**src/hdl/virq_defs.svh**
```systemverilog
// Constants of the vectored interrupt block: offsets, fields, resets, vectors
`ifndef VIRQ_DEFS_SVH
`define VIRQ_DEFS_SVH

// Register offsets (word index on the plain register port)
`define VIRQ_OFS_SENS      4'h0
`define VIRQ_OFS_STATUS    4'h1
`define VIRQ_OFS_MASK      4'h2
`define VIRQ_OFS_PENDING   4'h3
`define VIRQ_OFS_VECTOR    4'h4

// Reset values
`define VIRQ_SENS_RST      8'h00
`define VIRQ_MASK_RST      8'h00

// Sensitivity field codes
`define VIRQ_SENS_FALL_LOW 2'h0
`define VIRQ_SENS_RISE     2'h1
`define VIRQ_SENS_FALL     2'h2
`define VIRQ_SENS_BOTH     2'h3

// Vector table: reset at top, trap two bytes below, vector n below that
`define VIRQ_VEC_RESET     16'hFFFE
`define VIRQ_VEC_TRAP      16'hFFFC
`define VIRQ_VEC_STEP      16'h0002

// Source numbers
`define VIRQ_SRC_EXT0      4'h1
`define VIRQ_SRC_AT_CMP    4'h8
`define VIRQ_SRC_AT_OVF    4'h9
`define VIRQ_SRC_LT_CAP    4'hA
`define VIRQ_SRC_LT_TB     4'hB
`define VIRQ_SRC_SPI       4'hC

// Halt-wakeup capability per source number 0..13 (bit n = source n)
`define VIRQ_WAKE_MAP      14'h1A1E

`endif

```
**src/hdl/virq_pkg.sv**
```systemverilog
// Types of the vectored interrupt block
package virq_pkg;

  typedef enum logic [2:0] {
    VIRQ_IDLE  = 3'b001,
    VIRQ_OFFER = 3'b010,
    VIRQ_ACK   = 3'b100
  } virq_state_t;

  typedef struct packed {
    logic       wr;
    logic       rd;
    logic [3:0] addr;
    logic [7:0] wdata;
  } virq_bus_t;

  typedef struct packed {
    logic [3:0] sync_a;
    logic [3:0] sync_b;
    logic [3:0] prev;
    logic [3:0] pend;
  } virq_edge_t;

  typedef struct packed {
    virq_state_t state;
    logic [7:0]  sens;
    logic [7:0]  status;
    logic [7:0]  mask;
    logic [3:0]  num;
    logic [15:0] vector;
    logic        wake;
    logic        req;
    logic [7:0]  rdata;
  } virq_core_t;

endpackage : virq_pkg

```
**src/hdl/virq_ext_lines.sv**
```systemverilog
// Edge/level detection and pending latches for the four external lines
`timescale 1ns/1ps
`default_nettype none
`include "virq_defs.svh"

module virq_ext_lines
  import virq_pkg::*;
#(
  parameter int PINS = 2
) (
  // Clock and reset
  input  wire logic              mclk,
  input  wire logic              reset,
  input  wire logic              clk_en,
  // Pins and enables per line
  input  wire logic [4*PINS-1:0] pin_in,
  input  wire logic [4*PINS-1:0] pin_irq_en,
  // Control from the core logic
  input  wire logic [7:0]        sens,
  input  wire logic [3:0]        clear,
  // Pending requests
  output logic [3:0]             pending
);

  virq_edge_t st_reg;
  virq_edge_t st_next;
  logic [3:0] line;

  always_comb begin
    for (int l = 0; l < 4; l++) begin
      line[l] = 1'b1;
      for (int p = 0; p < PINS; p++) begin
        if (pin_irq_en[l*PINS+p]) begin
          line[l] = line[l] & pin_in[l*PINS+p];
        end
      end
    end
  end

  always_comb begin
    logic [1:0] f;
    logic       cur;
    logic       old;
    logic       hit;
    f   = 2'h0;
    cur = 1'b0;
    old = 1'b0;
    hit = 1'b0;
    st_next = st_reg;
    st_next.sync_a = line;
    st_next.sync_b = st_reg.sync_a;
    st_next.prev   = st_reg.sync_b;
    for (int l = 0; l < 4; l++) begin
      f   = sens[2*l +: 2];
      cur = st_reg.sync_b[l];
      old = st_reg.prev[l];
      case (f)
        `VIRQ_SENS_FALL_LOW: hit = ~cur;
        `VIRQ_SENS_RISE:     hit = cur & ~old;
        `VIRQ_SENS_FALL:     hit = ~cur & old;
        default:             hit = cur ^ old;
      endcase
      // clear on change or fetch; a new event still wins
      if (hit) begin
        st_next.pend[l] = 1'b1;
      end else if (clear[l]) begin
        st_next.pend[l] = 1'b0;
      end
    end
  end

  always_ff @(posedge mclk) begin
    if (reset) begin
      st_reg <= '{sync_a: 4'hF, sync_b: 4'hF, prev: 4'hF, pend: 4'h0};
    end else if (clk_en) begin
      st_reg <= st_next;
    end
  end

  assign pending = st_reg.pend;

endmodule : virq_ext_lines
`default_nettype wire

```
**src/hdl/virq_top.sv**
```systemverilog
// Vectored interrupt controller with external line sensitivity
`timescale 1ns/1ps
`default_nettype none
`include "virq_defs.svh"

module virq_top
  import virq_pkg::*;
#(
  parameter int PINS = 2
) (
  // Clock, reset, enable
  input  wire logic              mclk,
  input  wire logic              reset,
  input  wire logic              clk_en,
  // Register port
  input  wire logic [3:0]        reg_addr,
  input  wire logic [7:0]        reg_wdata,
  input  wire logic              reg_wr,
  input  wire logic              reg_rd,
  output logic [7:0]             reg_rdata,
  // External line pins, PINS per line, line 0 lowest
  input  wire logic [4*PINS-1:0] ext_pin,
  input  wire logic [4*PINS-1:0] ext_pin_irq_en,
  // Peripheral request levels
  input  wire logic              at_cmp_req,
  input  wire logic              at_ovf_req,
  input  wire logic              lt_cap_req,
  input  wire logic              lt_tb_req,
  input  wire logic              spi_req,
  input  wire logic              avd_req,
  // Core side
  input  wire logic              core_int_mask,
  input  wire logic              trap_req,
  input  wire logic              vec_fetch,
  output logic                   irq_req,
  output logic [15:0]            irq_vector,
  output logic [3:0]             irq_num,
  output logic                   halt_wake,
  output logic                   irq_out
);

  virq_core_t st_reg;
  virq_core_t st_next;
  logic [3:0] ext_pend;
  logic [3:0] ext_clear;
  logic [13:0] src;
  logic [3:0] best;
  logic       any;
  logic       wr_sens;
  logic [7:0] events;

  // vector of source n, two bytes per entry
  function automatic logic [15:0] vec_of(input logic [3:0] n);
    vec_of = `VIRQ_VEC_TRAP - (16'({12'h000, n} + 16'h0001) * `VIRQ_VEC_STEP);
  endfunction

  // write gate from the core mask bit
  assign wr_sens = reg_wr && (reg_addr == `VIRQ_OFS_SENS) && core_int_mask;

  // per-line clear when its field changes or when its vector is fetched (ACK)
  always_comb begin
    for (int l = 0; l < 4; l++) begin
      ext_clear[l] = wr_sens && (reg_wdata[2*l +: 2] != st_reg.sens[2*l +: 2]);
      if (st_reg.state == VIRQ_ACK && st_reg.num == (`VIRQ_SRC_EXT0 + 4'(l))) begin
        ext_clear[l] = 1'b1;
      end
    end
  end

  virq_ext_lines #(
    .PINS (PINS)
  ) u_lines (
    .mclk       (mclk),
    .reset      (reset),
    .clk_en     (clk_en),
    .pin_in     (ext_pin),
    .pin_irq_en (ext_pin_irq_en),
    .sens       (st_reg.sens),
    .clear      (ext_clear),
    .pending    (ext_pend)
  );

  // Source vector, index = vector number; 0, 5, 6, 13 unused
  always_comb begin
    src = 14'h0000;
    src[4:1] = ext_pend;
    src[7]   = avd_req;
    src[8]   = at_cmp_req;
    src[9]   = at_ovf_req;
    src[10]  = lt_cap_req;
    src[11]  = lt_tb_req;
    src[12]  = spi_req;
  end

  always_comb begin
    best = 4'h0;
    any  = 1'b0;
    for (int n = 13; n >= 0; n--) begin
      if (src[n]) begin
        best = 4'(n);
        any  = 1'b1;
      end
    end
  end

  // Sticky event bits: lines 0-3, compare, overflow, capture, timebase
  assign events = {lt_tb_req, lt_cap_req, at_ovf_req, at_cmp_req, ext_pend};

  always_comb begin
    st_next = st_reg;
    st_next.rdata = 8'h00;
    if (reg_wr) begin
      if (wr_sens) begin
        st_next.sens = reg_wdata;
      end else if (reg_addr == `VIRQ_OFS_STATUS) begin
        st_next.status = st_reg.status & ~reg_wdata;
      end else if (reg_addr == `VIRQ_OFS_MASK) begin
        st_next.mask = reg_wdata;
      end
    end
    // Set wins over a clear in the same cycle
    st_next.status = st_next.status | events;
    if (reg_rd) begin
      if (reg_addr == `VIRQ_OFS_SENS) begin
        st_next.rdata = st_reg.sens;
      end else if (reg_addr == `VIRQ_OFS_STATUS) begin
        st_next.rdata = st_reg.status;
      end else if (reg_addr == `VIRQ_OFS_MASK) begin
        st_next.rdata = st_reg.mask;
      end else if (reg_addr == `VIRQ_OFS_PENDING) begin
        st_next.rdata = {4'h0, ext_pend};
      end else if (reg_addr == `VIRQ_OFS_VECTOR) begin
        st_next.rdata = {4'h0, st_reg.num};
      end else begin
        st_next.rdata = 8'h00;
      end
    end
    // halt wakeup map; wakes even while masked
    st_next.wake = |(src & `VIRQ_WAKE_MAP);
    case (st_reg.state)
      VIRQ_IDLE: begin
        st_next.req = 1'b0;
        if (trap_req) begin
          st_next.vector = `VIRQ_VEC_TRAP;
          st_next.num    = 4'hF;
          st_next.req    = 1'b1;
          st_next.state  = VIRQ_OFFER;
        end else if (any && !core_int_mask) begin
          st_next.vector = vec_of(best);
          st_next.num    = best;
          st_next.req    = 1'b1;
          st_next.state  = VIRQ_OFFER;
        end
      end
      VIRQ_OFFER: begin
        // Keep offering until the core fetches it; a non-trap offer tracks the best request and goes idle if no unmasked request is left
        if (vec_fetch) begin
          st_next.req   = 1'b0;
          st_next.state = VIRQ_ACK;
        end else if (st_reg.num != 4'hF) begin
          if (any && !core_int_mask) begin
            st_next.vector = vec_of(best);
            st_next.num    = best;
          end else begin
            st_next.req   = 1'b0;
            st_next.state = VIRQ_IDLE;
          end
        end
      end
      VIRQ_ACK: begin
        st_next.state = VIRQ_IDLE;
      end
      default: begin
        st_next.state = VIRQ_IDLE;
      end
    endcase
  end

  always_ff @(posedge mclk) begin
    if (reset) begin
      st_reg <= '{state: VIRQ_IDLE, sens: `VIRQ_SENS_RST, status: 8'h00, mask: `VIRQ_MASK_RST,
                 num: 4'h0, vector: `VIRQ_VEC_RESET, wake: 1'b0, req: 1'b0, rdata: 8'h00};
    end else if (clk_en) begin
      st_reg <= st_next;
    end
  end

  assign reg_rdata  = st_reg.rdata;
  assign irq_req    = st_reg.req;
  assign irq_vector = st_reg.vector;
  assign irq_num    = st_reg.num;
  assign halt_wake  = st_reg.wake;
  assign irq_out    = |(st_reg.status & st_reg.mask);

endmodule : virq_top
`default_nettype wire

```
**config.mk**
```make
export PLATFORM = sky130hd
export DESIGN_NAME = virq_top
export DESIGN_NICKNAME = d
export VERILOG_FILES = /design/src/hdl/virq_pkg.sv /design/src/hdl/virq_ext_lines.sv /design/src/hdl/virq_top.sv
export VERILOG_INCLUDE_DIRS = /design/src /design/src/hdl
export SDC_FILE = /design/constraint.sdc
export NUM_CORES = 1
export LEC_CHECK = 0
export ABC_AREA = 1
export BUFFER_PORTS_ARGS = -buffer_cell sky130_fd_sc_hd__buf_2
export CAP_MARGIN = 30
export CORE_MARGIN = 8
export CORE_UTILIZATION = 50
export CTS_CLUSTER_SIZE = 20
export DETAILED_ROUTE_END_ITERATION = 8
export PLACE_DENSITY = 0.82
export SLEW_MARGIN = 10
export SYNTH_ARGS = -nofsm -noshare
export SYNTH_HDL_FRONTEND = slang
export SYNTH_SLANG_ARGS = --single-unit
```
**constraint.sdc**
```tcl
create_clock -name mclk -period 1.4 [get_ports mclk]
set_input_delay 0 -clock mclk [delete_from_list [all_inputs] [get_ports mclk]]
set_output_delay 0 -clock mclk [all_outputs]
set_load 0.01 [all_outputs]
```
==> impl_metrics.csv, run 1 <==
group,metric,value,unit
sta,min_period_over_period,113.2,%
detailed_routing,drc,0,
global_routing,grt_overflow_total,0,
logic_synthesis,yosysSeqAreaShare,37.17,%
detailed_routing,vias_per_cell,5.298,
logic_synthesis,synth_top_area_share,37.17,%
sta,setup_slack,-185.3,ps
clocking,clk_pin_slew_worst_paths,80,ps
logic_synthesis,synth_area,0.003931,sq mm
placement,dp_hpwl,8130,um
global_routing,grt_pass1_vias,3994,
logic_synthesis,synth_seq_cells,73,
finish,largest_reg_flops,27,
finish,area_delta_synth_final,34.69,%
outcome,status,"finished, violations left",
power,finalPower,5.422,mW
logic_synthesis,netlist_top_cells_count,"nand2_1 (99), inv_1 (76), dfxtp_1 (73)",
setup_path,arrival,1840,ps
detailed_routing,first_pass_iters,5,
clocking,htreeDepth,3,
logic_synthesis,ys.flop_type,"dfxtp_1",
min_path,hp-class,"input port to flop",
sta,clock.fmax,0.6308,GHz
finish,stdcell_area,0.005295,sq mm
clocking,cts.sinks,73,
finish,final_cells,781,
sta,hold_viol,0,
detailed_routing,ant_nets,0,
logic_synthesis,synth_top_area_cell,"dfxtp_1",
placement,place_congestion,0.9355,
sta,tightestPinTransition,400.6,ps
logic_synthesis,synthArstFlopShare,0,%
clocking,clk_latency,360,ps
placement,placed_area,0.004569,sq mm
die,die-area,0.01096,sq mm
die,core,0.007687,sq mm
logic_synthesis,synth-edff-count,0,
die,ios,73,
clocking,cts_tree,"yes",
logic_synthesis,avgSynthCellArea,7.122,sq um
die,rows,32,
placement,io_buffers,72,
sta,layout_min_cycle_time,1585,ps
sta,hold_slack,27.58,ps
detailed_routing,drtIter0Drc,268,
placement,dp_cells,734,
clocking,cts_made_buffers,9,
sta,skew,8.616,ps
logic_synthesis,yosys_warnings,0,
power,power.density,1024,mW/mm^2
global_routing,grt_usage,20.26,%
logic_synthesis,ys_types,37,
finish,drive_gt1_share,36.23,%
setup_path,worst_setup_path_start_kind,"flop",
power,total_leakage_power,2.349,nW
sta,slew_headroom,73.26,%
setup_path,path_class,"flop to flop",
detailed_routing,avgRoutedWirePerCell,15.08,um
logic_synthesis,synthCells,552,
sta,final_max_slew_viol_count,0,
die,die_width,104.7,um
flow_run,maxCapViolations,0,
detailed_routing,num_vias,4138,
die,initial_core_util,51.14,%
logic_synthesis,synthesis.nets,605,
outcome,violations,"negative setup slack",
clocking,cts-root-buf,"clkbuf_8",
setup_path,end_kind,"flop",
sta,rsz0062_at_grt,"true",
global_routing,grt_max_degree,35,
global_routing,antenna_found_initial,0,
power,vdd_drop_max,0.0005256,V
clocking,clockBufferDepth,2,
setup_path,path_max_fanout,5,
die,die_height,104.7,um
setup_path,cp.required,1650,ps
logic_synthesis,synthTopCellsByArea,"dfxtp_1 (37%), nand2_1 (9.5%), a21oi_1 (8.8%)",
finish,nets,727,
detailed_routing,drt_wl_total,11780,um
logic_synthesis,yosysMostFrequentCell,"nand2_1",
global_routing,grt_pass1_wl,18530,um
sta,setup_viol,25,
finish,antenna_cells,0,
-- worst max-delay path, stage by stage (launching register included) --
cell	delay [ps]
dfxtp_4	380
nor2_4	140
nand2_1	90
nand3_1	140
inv_2	70
ha_1	220
nand3_1	120
nand3_1	90
nand3_1	80
nand2_1	50
nand2_1	50
nand2_1	50
-- worst paths after layout --
| kind | from | end | slack (ps) | depth (start not counted) |
|---|---|---|---|---|
| max | u_lines.pending[3] | irq_vector[5] | -190 | 11 |
| min | spi_req | halt_wake | 30 | 3 |
| min reg2reg | irq_vector[0] | irq_vector[0] | 420 | 2 |
| max reg2reg | u_lines.pending[3] | irq_vector[5] | -190 | 11 |
-- stage by stage --
stage	util, %	worst slack (ps)	setup TNS, ps
6_report	68.88	-185.3	-2907
5_1_grt	68.88	-305.2	-5289
4_1_cts	66.88	-143.9	-1975
3_5_place_dp	59.44	-183.0	-3072
3_3_place_gp	59.44	-95.76	-1366
2_1_floorplan	-	-14.81	-100.9
-- layout by cell type (no fill, tap or decap), types with 4 or more instances in the layout --
| cell type | netlist | final |
|---|---|---|
| nand2_1 | 99 | 89 |
| buf_2 | 1 | 72 |
| inv_1 | 76 | 68 |
| a21oi_1 | 69 | 61 |
| dfxtp_1 | 73 | 61 |
| buf_4 | 30 | 59 |
| o21ai_0 | 57 | 47 |
| nand3_1 | 23 | 21 |
| dlygate4sd3_1 | 0 | 18 |
| nor2_1 | 24 | 17 |
| inv_2 | 8 | 14 |
| nand2_2 | 5 | 14 |
| nor2_2 | 6 | 10 |
| ha_1 | 11 | 10 |
| dfxtp_2 | 0 | 10 |
| or2_4 | 0 | 9 |
| clkbuf_8 | 0 | 9 |
| o21ai_1 | 0 | 8 |
| nor2_4 | 4 | 7 |
| a21oi_2 | 1 | 7 |
| o211ai_1 | 7 | 7 |
| o221ai_1 | 6 | 6 |
| o22ai_1 | 6 | 5 |
| xnor2_1 | 4 | 4 |
-- power breakdown --
| group | leakage, nW | internal (mW) | total [mW] | switching [mW] |
|---|---|---|---|---|
| clock network | 0.117 | 1.19 | 2.03 | 0.840 |
| logic | 1.63 | 0.504 | 1.14 | 0.633 |
| registers | 0.599 | 2.18 | 2.25 | 0.0748 |
| total | 2.35 | 3.87 | 5.42 | 1.55 |
-- final cells by class --
type,instances,area [sq um]
fill,591,2392
clock buffer,10,127.6
timing repair buffer,151,1015
tap,102,127.6
multi-input combinational,352,2090
inverter,86,331.6
sequential,73,1481
timing repair inverter,1,7.507
clock inverter,6,115.1
-- layer usage --
layer	GRT usage, %	part of all wire, %	vias to the layer above
li1	-	-	2024
met4	11.62	3.5	0
met1	22.56	39	1883
met5	0	0	-
met3	4.423	6.4	46
met2	35.06	51	185
-- logic make-up after synthesis --
| kind of cell | after synthesis | synth area share (%) |
|---|---|---|
| flops | 73 | 37.17 |
| fa+ha+maj | 11 | 3.501 |
| compound gates | 153 | 21.52 |
| xor+xnor | 4 | 0.8911 |
| buf+inv | 127 | 15.12 |
| simple gates | 184 | 21.80 |
-- timing repair --
| action | CTS | global route |
|---|---|---|
| pin swaps | 9 | 7 |
| gates resized for setup | 30 | 43 |
| cloned | 1 | 0 |
| setup buffers | 8 | 4 |
| hold endpoints to repair | 26 | 0 |
| endpoints found under the setup margin | 24 | 29 |
| hold buffers | 18 | 0 |
Power figures use the tool's default switching activity.
==> run 2: changes to the inputs <==
--- a/config.mk
+++ b/config.mk
@@ -6,13 +6,13 @@
 export SDC_FILE = /design/constraint.sdc
 export NUM_CORES = 1
 export LEC_CHECK = 0
-export ABC_AREA = 1
 export BUFFER_PORTS_ARGS = -buffer_cell sky130_fd_sc_hd__buf_2
 export CAP_MARGIN = 30
 export CORE_MARGIN = 8
 export CORE_UTILIZATION = 50
 export CTS_CLUSTER_SIZE = 20
 export DETAILED_ROUTE_END_ITERATION = 8
+export HOLD_SLACK_MARGIN = 0.06
 export PLACE_DENSITY = 0.82
 export SLEW_MARGIN = 10
 export SYNTH_ARGS = -nofsm -noshare
==> impl_metrics.csv, run 2 <==
group,metric,value,unit
clocking,clk_latency,360,ps
finish,antenna_cells,0,
detailed_routing,num_vias,3885,
sta,slew_headroom,54.06,%
power,vdd_drop_max,0.0009132,V
finish,final_common_cell,"buf_4",
logic_synthesis,synth_top_area_cell,"dfxtp_1",
min_path,min_from,"lt_tb_req",
logic_synthesis,ys_types,60,
placement,place_congestion,0.9153,
outcome,status,"finished, violations left",
clocking,htreeDepth,3,
setup_path,arrival,2130,ps
setup_path,cp.required,1650,ps
clocking,cts_made_buffers,9,
placement,dp_hpwl,8195,um
min_path,hold-path-cell-count,4,
global_routing,antenna_found_initial,0,
setup_path,ff2ff_setup_slack,-480,ps
min_path,holdPathEnd,"st_reg[45]",
setup_path,path_max_fanout,5,
detailed_routing,first_pass_iters,5,
finish,area_delta_synth_final,38.01,%
global_routing,grt_overflow_total,0,
global_routing,grt_pass1_vias,3980,
global_routing,grt_usage,21.20,%
detailed_routing,drtIter0Drc,254,
detailed_routing,avgRoutedWirePerCell,17.34,um
logic_synthesis,synth_top_area_share,38.01,%
logic_synthesis,netlist_top_cells_count,"dfxtp_1 (73), nor2_1 (53), nand2_1 (37)",
finish,final.fill_count,600,
clocking,cts-root-buf,"clkbuf_8",
sta,rsz0062_at_grt,"true",
logic_synthesis,synth_top_family_by_area,"compound AO/OA/AOI/OAI gates",
power,power.density,951.4,mW/mm^2
logic_synthesis,synth.area.mux_share,7.452,%
sta,tightestPinTransition,687.6,ps
setup_path,worstReg2RegStart,"u_lines.pending[2]",
logic_synthesis,avgSynthCellArea,8.602,sq um
logic_synthesis,synthSimpleGateAreaFrac,18.06,%
die,die_width,103.7,um
sta,setup_viol,29,
finish,seq_area,0.001491,sq mm
detailed_routing,vias_per_cell,5.647,
detailed_routing,drt_wl_total,11930,um
setup_path,path_class,"flop to flop",
clocking,cts.sinks,73,
sta,skew,4.760,ps
logic_synthesis,synthesis.nets,500,
die,ios,73,
setup_path,r2r-end,"irq_vector[5]",
sta,setup_slack,-479.0,ps
finish,largest_reg_flops,27,
logic_synthesis,synth-edff-count,0,
power,total_leakage_power,2.321,nW
clocking,cts_tree,"yes",
logic_synthesis,yosys_warnings,0,
finish,layout_common_cells,"buf_4 (74), buf_2 (73), dfxtp_1 (61)",
clocking,clockBufferDepth,2,
logic_synthesis,yosysSeqAreaShare,38.01,%
die,die_height,103.7,um
logic_synthesis,synth_area,0.003845,sq mm
global_routing,grt_pass1_wl,18980,um
logic_synthesis,synthTopCellsByArea,"dfxtp_1 (38%), buf_4 (5.5%), nor2_1 (5.2%)",
placement,io_buffers,72,
logic_synthesis,synth-compound-area-share,19.66,%
logic_synthesis,synth_seq_cells,73,
setup_path,worst-r2r-cell-count,7,
sta,fin_tns_setup,-8010,ps
finish,multi_input_area,0.002157,sq mm
outcome,violations,"negative setup slack",
logic_synthesis,synthArstFlopShare,0,%
logic_synthesis,ys.flop_type,"dfxtp_1",
detailed_routing,ant_nets,0,
die,rows,32,
setup_path,worst_setup_path_start_kind,"flop",
sta,final_max_slew_viol_count,0,
flow_run,maxCapViolations,0,
die,core,0.007607,sq mm
power,finalPower,5.048,mW
min_path,hp-class,"input port to flop",
clocking,clk_pin_slew_worst_paths,80,ps
die,initial_core_util,50.54,%
setup_path,startpoint,"u_lines.pending[2]",
sta,layout_min_cycle_time,1879,ps
setup_path,end_kind,"flop",
logic_synthesis,synthAdderAreaFrac,3.580,%
sta,clock.fmax,0.5322,GHz
logic_synthesis,synthCells,447,
detailed_routing,drc,0,
logic_synthesis,synthXorXnorAreaFrac,2.050,%
sta,hold_viol,0,
finish,nets,634,
die,die-area,0.01075,sq mm
sta,min_period_over_period,134.2,%
finish,drive_gt1_share,39.76,%
logic_synthesis,yosysMostFrequentCell,"dfxtp_1",
global_routing,grt_max_degree,25,
[run 2: cell types whose count changed after synthesis, sizes merged, moves of 12 or more]
cell,change
mux2i,+17
or3,+12
a21oi,-54
nand3,-18
o211ai,+12
nor2,+19
nand2,-67
inv,-53
o21ai,-40
a22oi,+15
[run 2: logic make-up after synthesis]
group | count (synthesis)
compound gates | 106
xor+xnor | 9
fa+ha+maj | 11
buf+inv | 84
flops | 73
mux | 22
simple gates | 142
[run 2: power by group]
part	switching (mW)	total, mW	leakage [nW]	internal, mW
registers	0.0721	2.23	0.601	2.16
logic	0.571	1.15	1.62	0.578
clock network	0.854	1.67	0.0991	0.815
[run 2: timing repair]
item / CTS / global route
resized for setup: 38 / 13
pin swaps: 23 / 11
setup buffers: 12 / 4
cloned: 1 / 0
endpoints found under the setup margin: 32 / 32
hold buffers: 20 / 0
endpoints found under the hold margin: 30 / 0
[run 2: worst max-delay path by stage]
stage / cells past startpoint / slack (ps) / endpoint
2_1_floorplan: 7 / -380 / irq_vector[5]
3_3_place_gp: 7 / -400 / irq_vector[5]
3_5_place_dp: 7 / -470 / irq_vector[5]
4_1_cts: 7 / -450 / irq_vector[5]
5_1_grt: 7 / -540 / irq_vector[5]
6_report: 7 / -480 / irq_vector[5]
[run 2: worst max-delay path, cell delays in order, from the launching register on]
cell       delay [ps]
dfxtp_4           370
or3_4             400
nor2_4            140
ha_4              140
a21boi_4          170
xnor2_1           130
o2111ai_1         120
a221o_1           300
[run 2: layer usage]
layer / up-vias / track usage [%] / wire (um)
li1: 1821 / - / -
met1: 1851 / 22.23 / 4591
met2: 172 / 39.46 / 6132
met3: 41 / 6.320 / 885
met4: 0 / 6.618 / 320
met5: - / 0 / 0
[run 2: metrics by stage]
stage	setup WS (ps)	instance area (sq um)	utilization, %	cells	hold WS [ps]
2_1_floorplan	-375.3	3938	-	447	143.9
3_3_place_gp	-401.6	4618	60.71	636	293.0
3_5_place_dp	-471.3	4618	60.71	636	322.2
4_1_cts	-453.2	5229	68.73	685	66.76
5_1_grt	-543.2	5306	69.75	688	100.3
6_report	-479.0	5306	69.75	688	86.61
[run 2: cell type report]
cell class / instances / share of cell area [%]
multi-input cells: 290 / 40.65
flip-flops and latches: 73 / 28.11
repair buffers: 174 / 22.78
clock buffers: 12 / 3.136
well taps: 102 / 2.405
inverters: 33 / 2.334
clock inverters: 4 / 0.5895
==> run 3: changes to the inputs <==
--- a/config.mk
+++ b/config.mk
@@ -14,6 +14,7 @@
 export DETAILED_ROUTE_END_ITERATION = 8
 export HOLD_SLACK_MARGIN = 0.06
 export PLACE_DENSITY = 0.82
+export RECOVER_POWER = 100
 export SLEW_MARGIN = 10
 export SYNTH_ARGS = -nofsm -noshare
 export SYNTH_HDL_FRONTEND = slang
==> impl_metrics.csv, run 3 (same netlist as run 2, synthesis figures left out) <==
group,metric,value,unit
outcome,status,"finished, violations left",
outcome,violations,"negative setup slack",
sta,hold_viol,0,
clocking,cts.sinks,73,
setup_path,cp_cell_sequence,"or3_4 -> nor2_4 -> ha_4 -> a21boi_4 -> xnor2_1 -> o2111ai_1 -> a221o_1",
die,core,0.007607,sq mm
detailed_routing,first_pass_iters,4,
sta,fin_tns_setup,-8907,ps
detailed_routing,drt_wl_total,11850,um
clocking,cts-root-buf,"clkbuf_8",
setup_path,worst-path-buf-inv,0,
clocking,cts_tree,"yes",
detailed_routing,drc,0,
finish,post-route-util,68.73,%
detailed_routing,vias_per_cell,5.590,
setup_path,path_max_fanout,5,
setup_path,crit_family,"compound AO/OA/AOI/OAI gates",
die,die-area,0.01075,sq mm
clocking,clk_pin_slew_worst_paths,80,ps
placement,place_congestion,0.9153,
finish,largest_reg_flops,27,
finish,antenna_cells,0,
clocking,clockBufferDepth,2,
power,vdd_drop_max,0.0009094,V
setup_path,end_kind,"flop",
clocking,htreeDepth,3,
die,ios,73,
die,die_height,103.7,um
setup_path,arrival,2130,ps
setup_path,ff2ff_setup_slack,-490,ps
placement,io_buffers,72,
finish,seq_area,0.001490,sq mm
finish,layout_common_cells,"buf_4 (66), dfxtp_1 (62), nor2_1 (49)",
finish,multi_input_area,0.002157,sq mm
setup_path,worst_setup_path_start_kind,"flop",
placement,placed_area,0.004618,sq mm
power,finalPower,5.023,mW
setup_path,cp.required,1650,ps
finish,final_common_cell,"buf_4",
sta,min_period_over_period,134.7,%
sta,slew_headroom,48.88,%
flow_run,maxCapViolations,0,
global_routing,grt_max_degree,25,
global_routing,grt_overflow_total,0,
clocking,clk_latency,360,ps
finish,final.fill_count,626,
sta,skew,5.172,ps
detailed_routing,avgRoutedWirePerCell,17.23,um
finish,stdcell_area,0.005229,sq mm
global_routing,grt_pass1_vias,3980,
sta,setup_slack,-485.5,ps
global_routing,grt_pass1_wl,18980,um
sta,clock.fmax,0.5304,GHz
sta,rsz0062_at_grt,"true",
die,die_width,103.7,um
sta,final_max_slew_viol_count,0,
finish,nets,634,
clocking,cts_made_buffers,9,
die,rows,32,
sta,tightestPinTransition,766.8,ps
global_routing,grt_usage,21.20,%
sta,layout_min_cycle_time,1885,ps
placement,dp_cells,636,
detailed_routing,ant_nets,0,
power,power.density,960.7,mW/mm^2
detailed_routing,num_vias,3846,
detailed_routing,drtIter0Drc,228,
setup_path,max_stage_delay,400,ps
setup_path,critPathSlowestCell,"or3_4",
finish,area_delta_synth_final,35.99,%
setup_path,path_class,"flop to flop",
sta,setup_viol,32,
global_routing,antenna_found_initial,0,
placement,dp_hpwl,8195,um
die,initial_core_util,50.54,%
finish,final_cells,688,
power,total_leakage_power,2.223,nW
finish,drive_gt1_share,33.96,%
min_path,hp-class,"input port to flop",
-- run 3: layout make-up --
class	instances	share of cell area (%)
clock buffers	12	3.183
flip-flops and latches	73	28.50
multi-input cells	290	41.25
inverters	33	2.369
well taps	102	2.441
repair buffers	174	21.66
clock inverters	4	0.5982
-- run 3: timing repair --
action                                 CTS  global route
pin swaps                               23            11
gates resized for setup                 38            13
hold buffers                            20             0
setup endpoints to repair               32            32
gates cloned                             1             0
buffers inserted                        12             4
endpoints found under the hold margin   30             0
-- run 3: stage by stage --
| stage | hold slack [ps] | setup slack [ps] |
|---|---|---|
| floorplan | 143.9 | -375.3 |
| global placement | 293.0 | -401.6 |
| detailed placement | 322.2 | -471.3 |
| CTS | 66.76 | -453.2 |
| global route | 100.3 | -543.2 |
| finish | 88.90 | -485.5 |
-- run 3: worst min-delay path: cells and delay by family --
kind | cells | cell delay (ps)
and+or+nand+nor | 1 | 80
AOI/OAI and AO/OA | 1 | 70
buffers and inverters | 2 | 260
-- run 3: layer usage --
layer	track usage, %	vias to the layer above	share of wire, %	wire length (um)
met5	0	-	0	0
met4	6.618	0	2.8	327
met3	6.320	30	6.8	810
met2	39.46	173	52	6111
met1	22.23	1820	39	4601
li1	-	1823	-	-
-- run 3: path summary, 6_finish.rpt --
path                      startpoint             end  depth (start not counted)
setup / recovery  u_lines.pending[2]   irq_vector[5]                          7
hold / removal             lt_tb_req      st_reg[45]                          4
setup reg to reg  u_lines.pending[2]   irq_vector[5]                          7
hold reg to reg       irq_vector[10]  irq_vector[10]                          1
-- run 3: power breakdown --
group	switching (mW)	internal (mW)
clock	0.850	0.815
combinational	0.569	0.559
sequential	0.0716	2.16
total	1.49	3.53
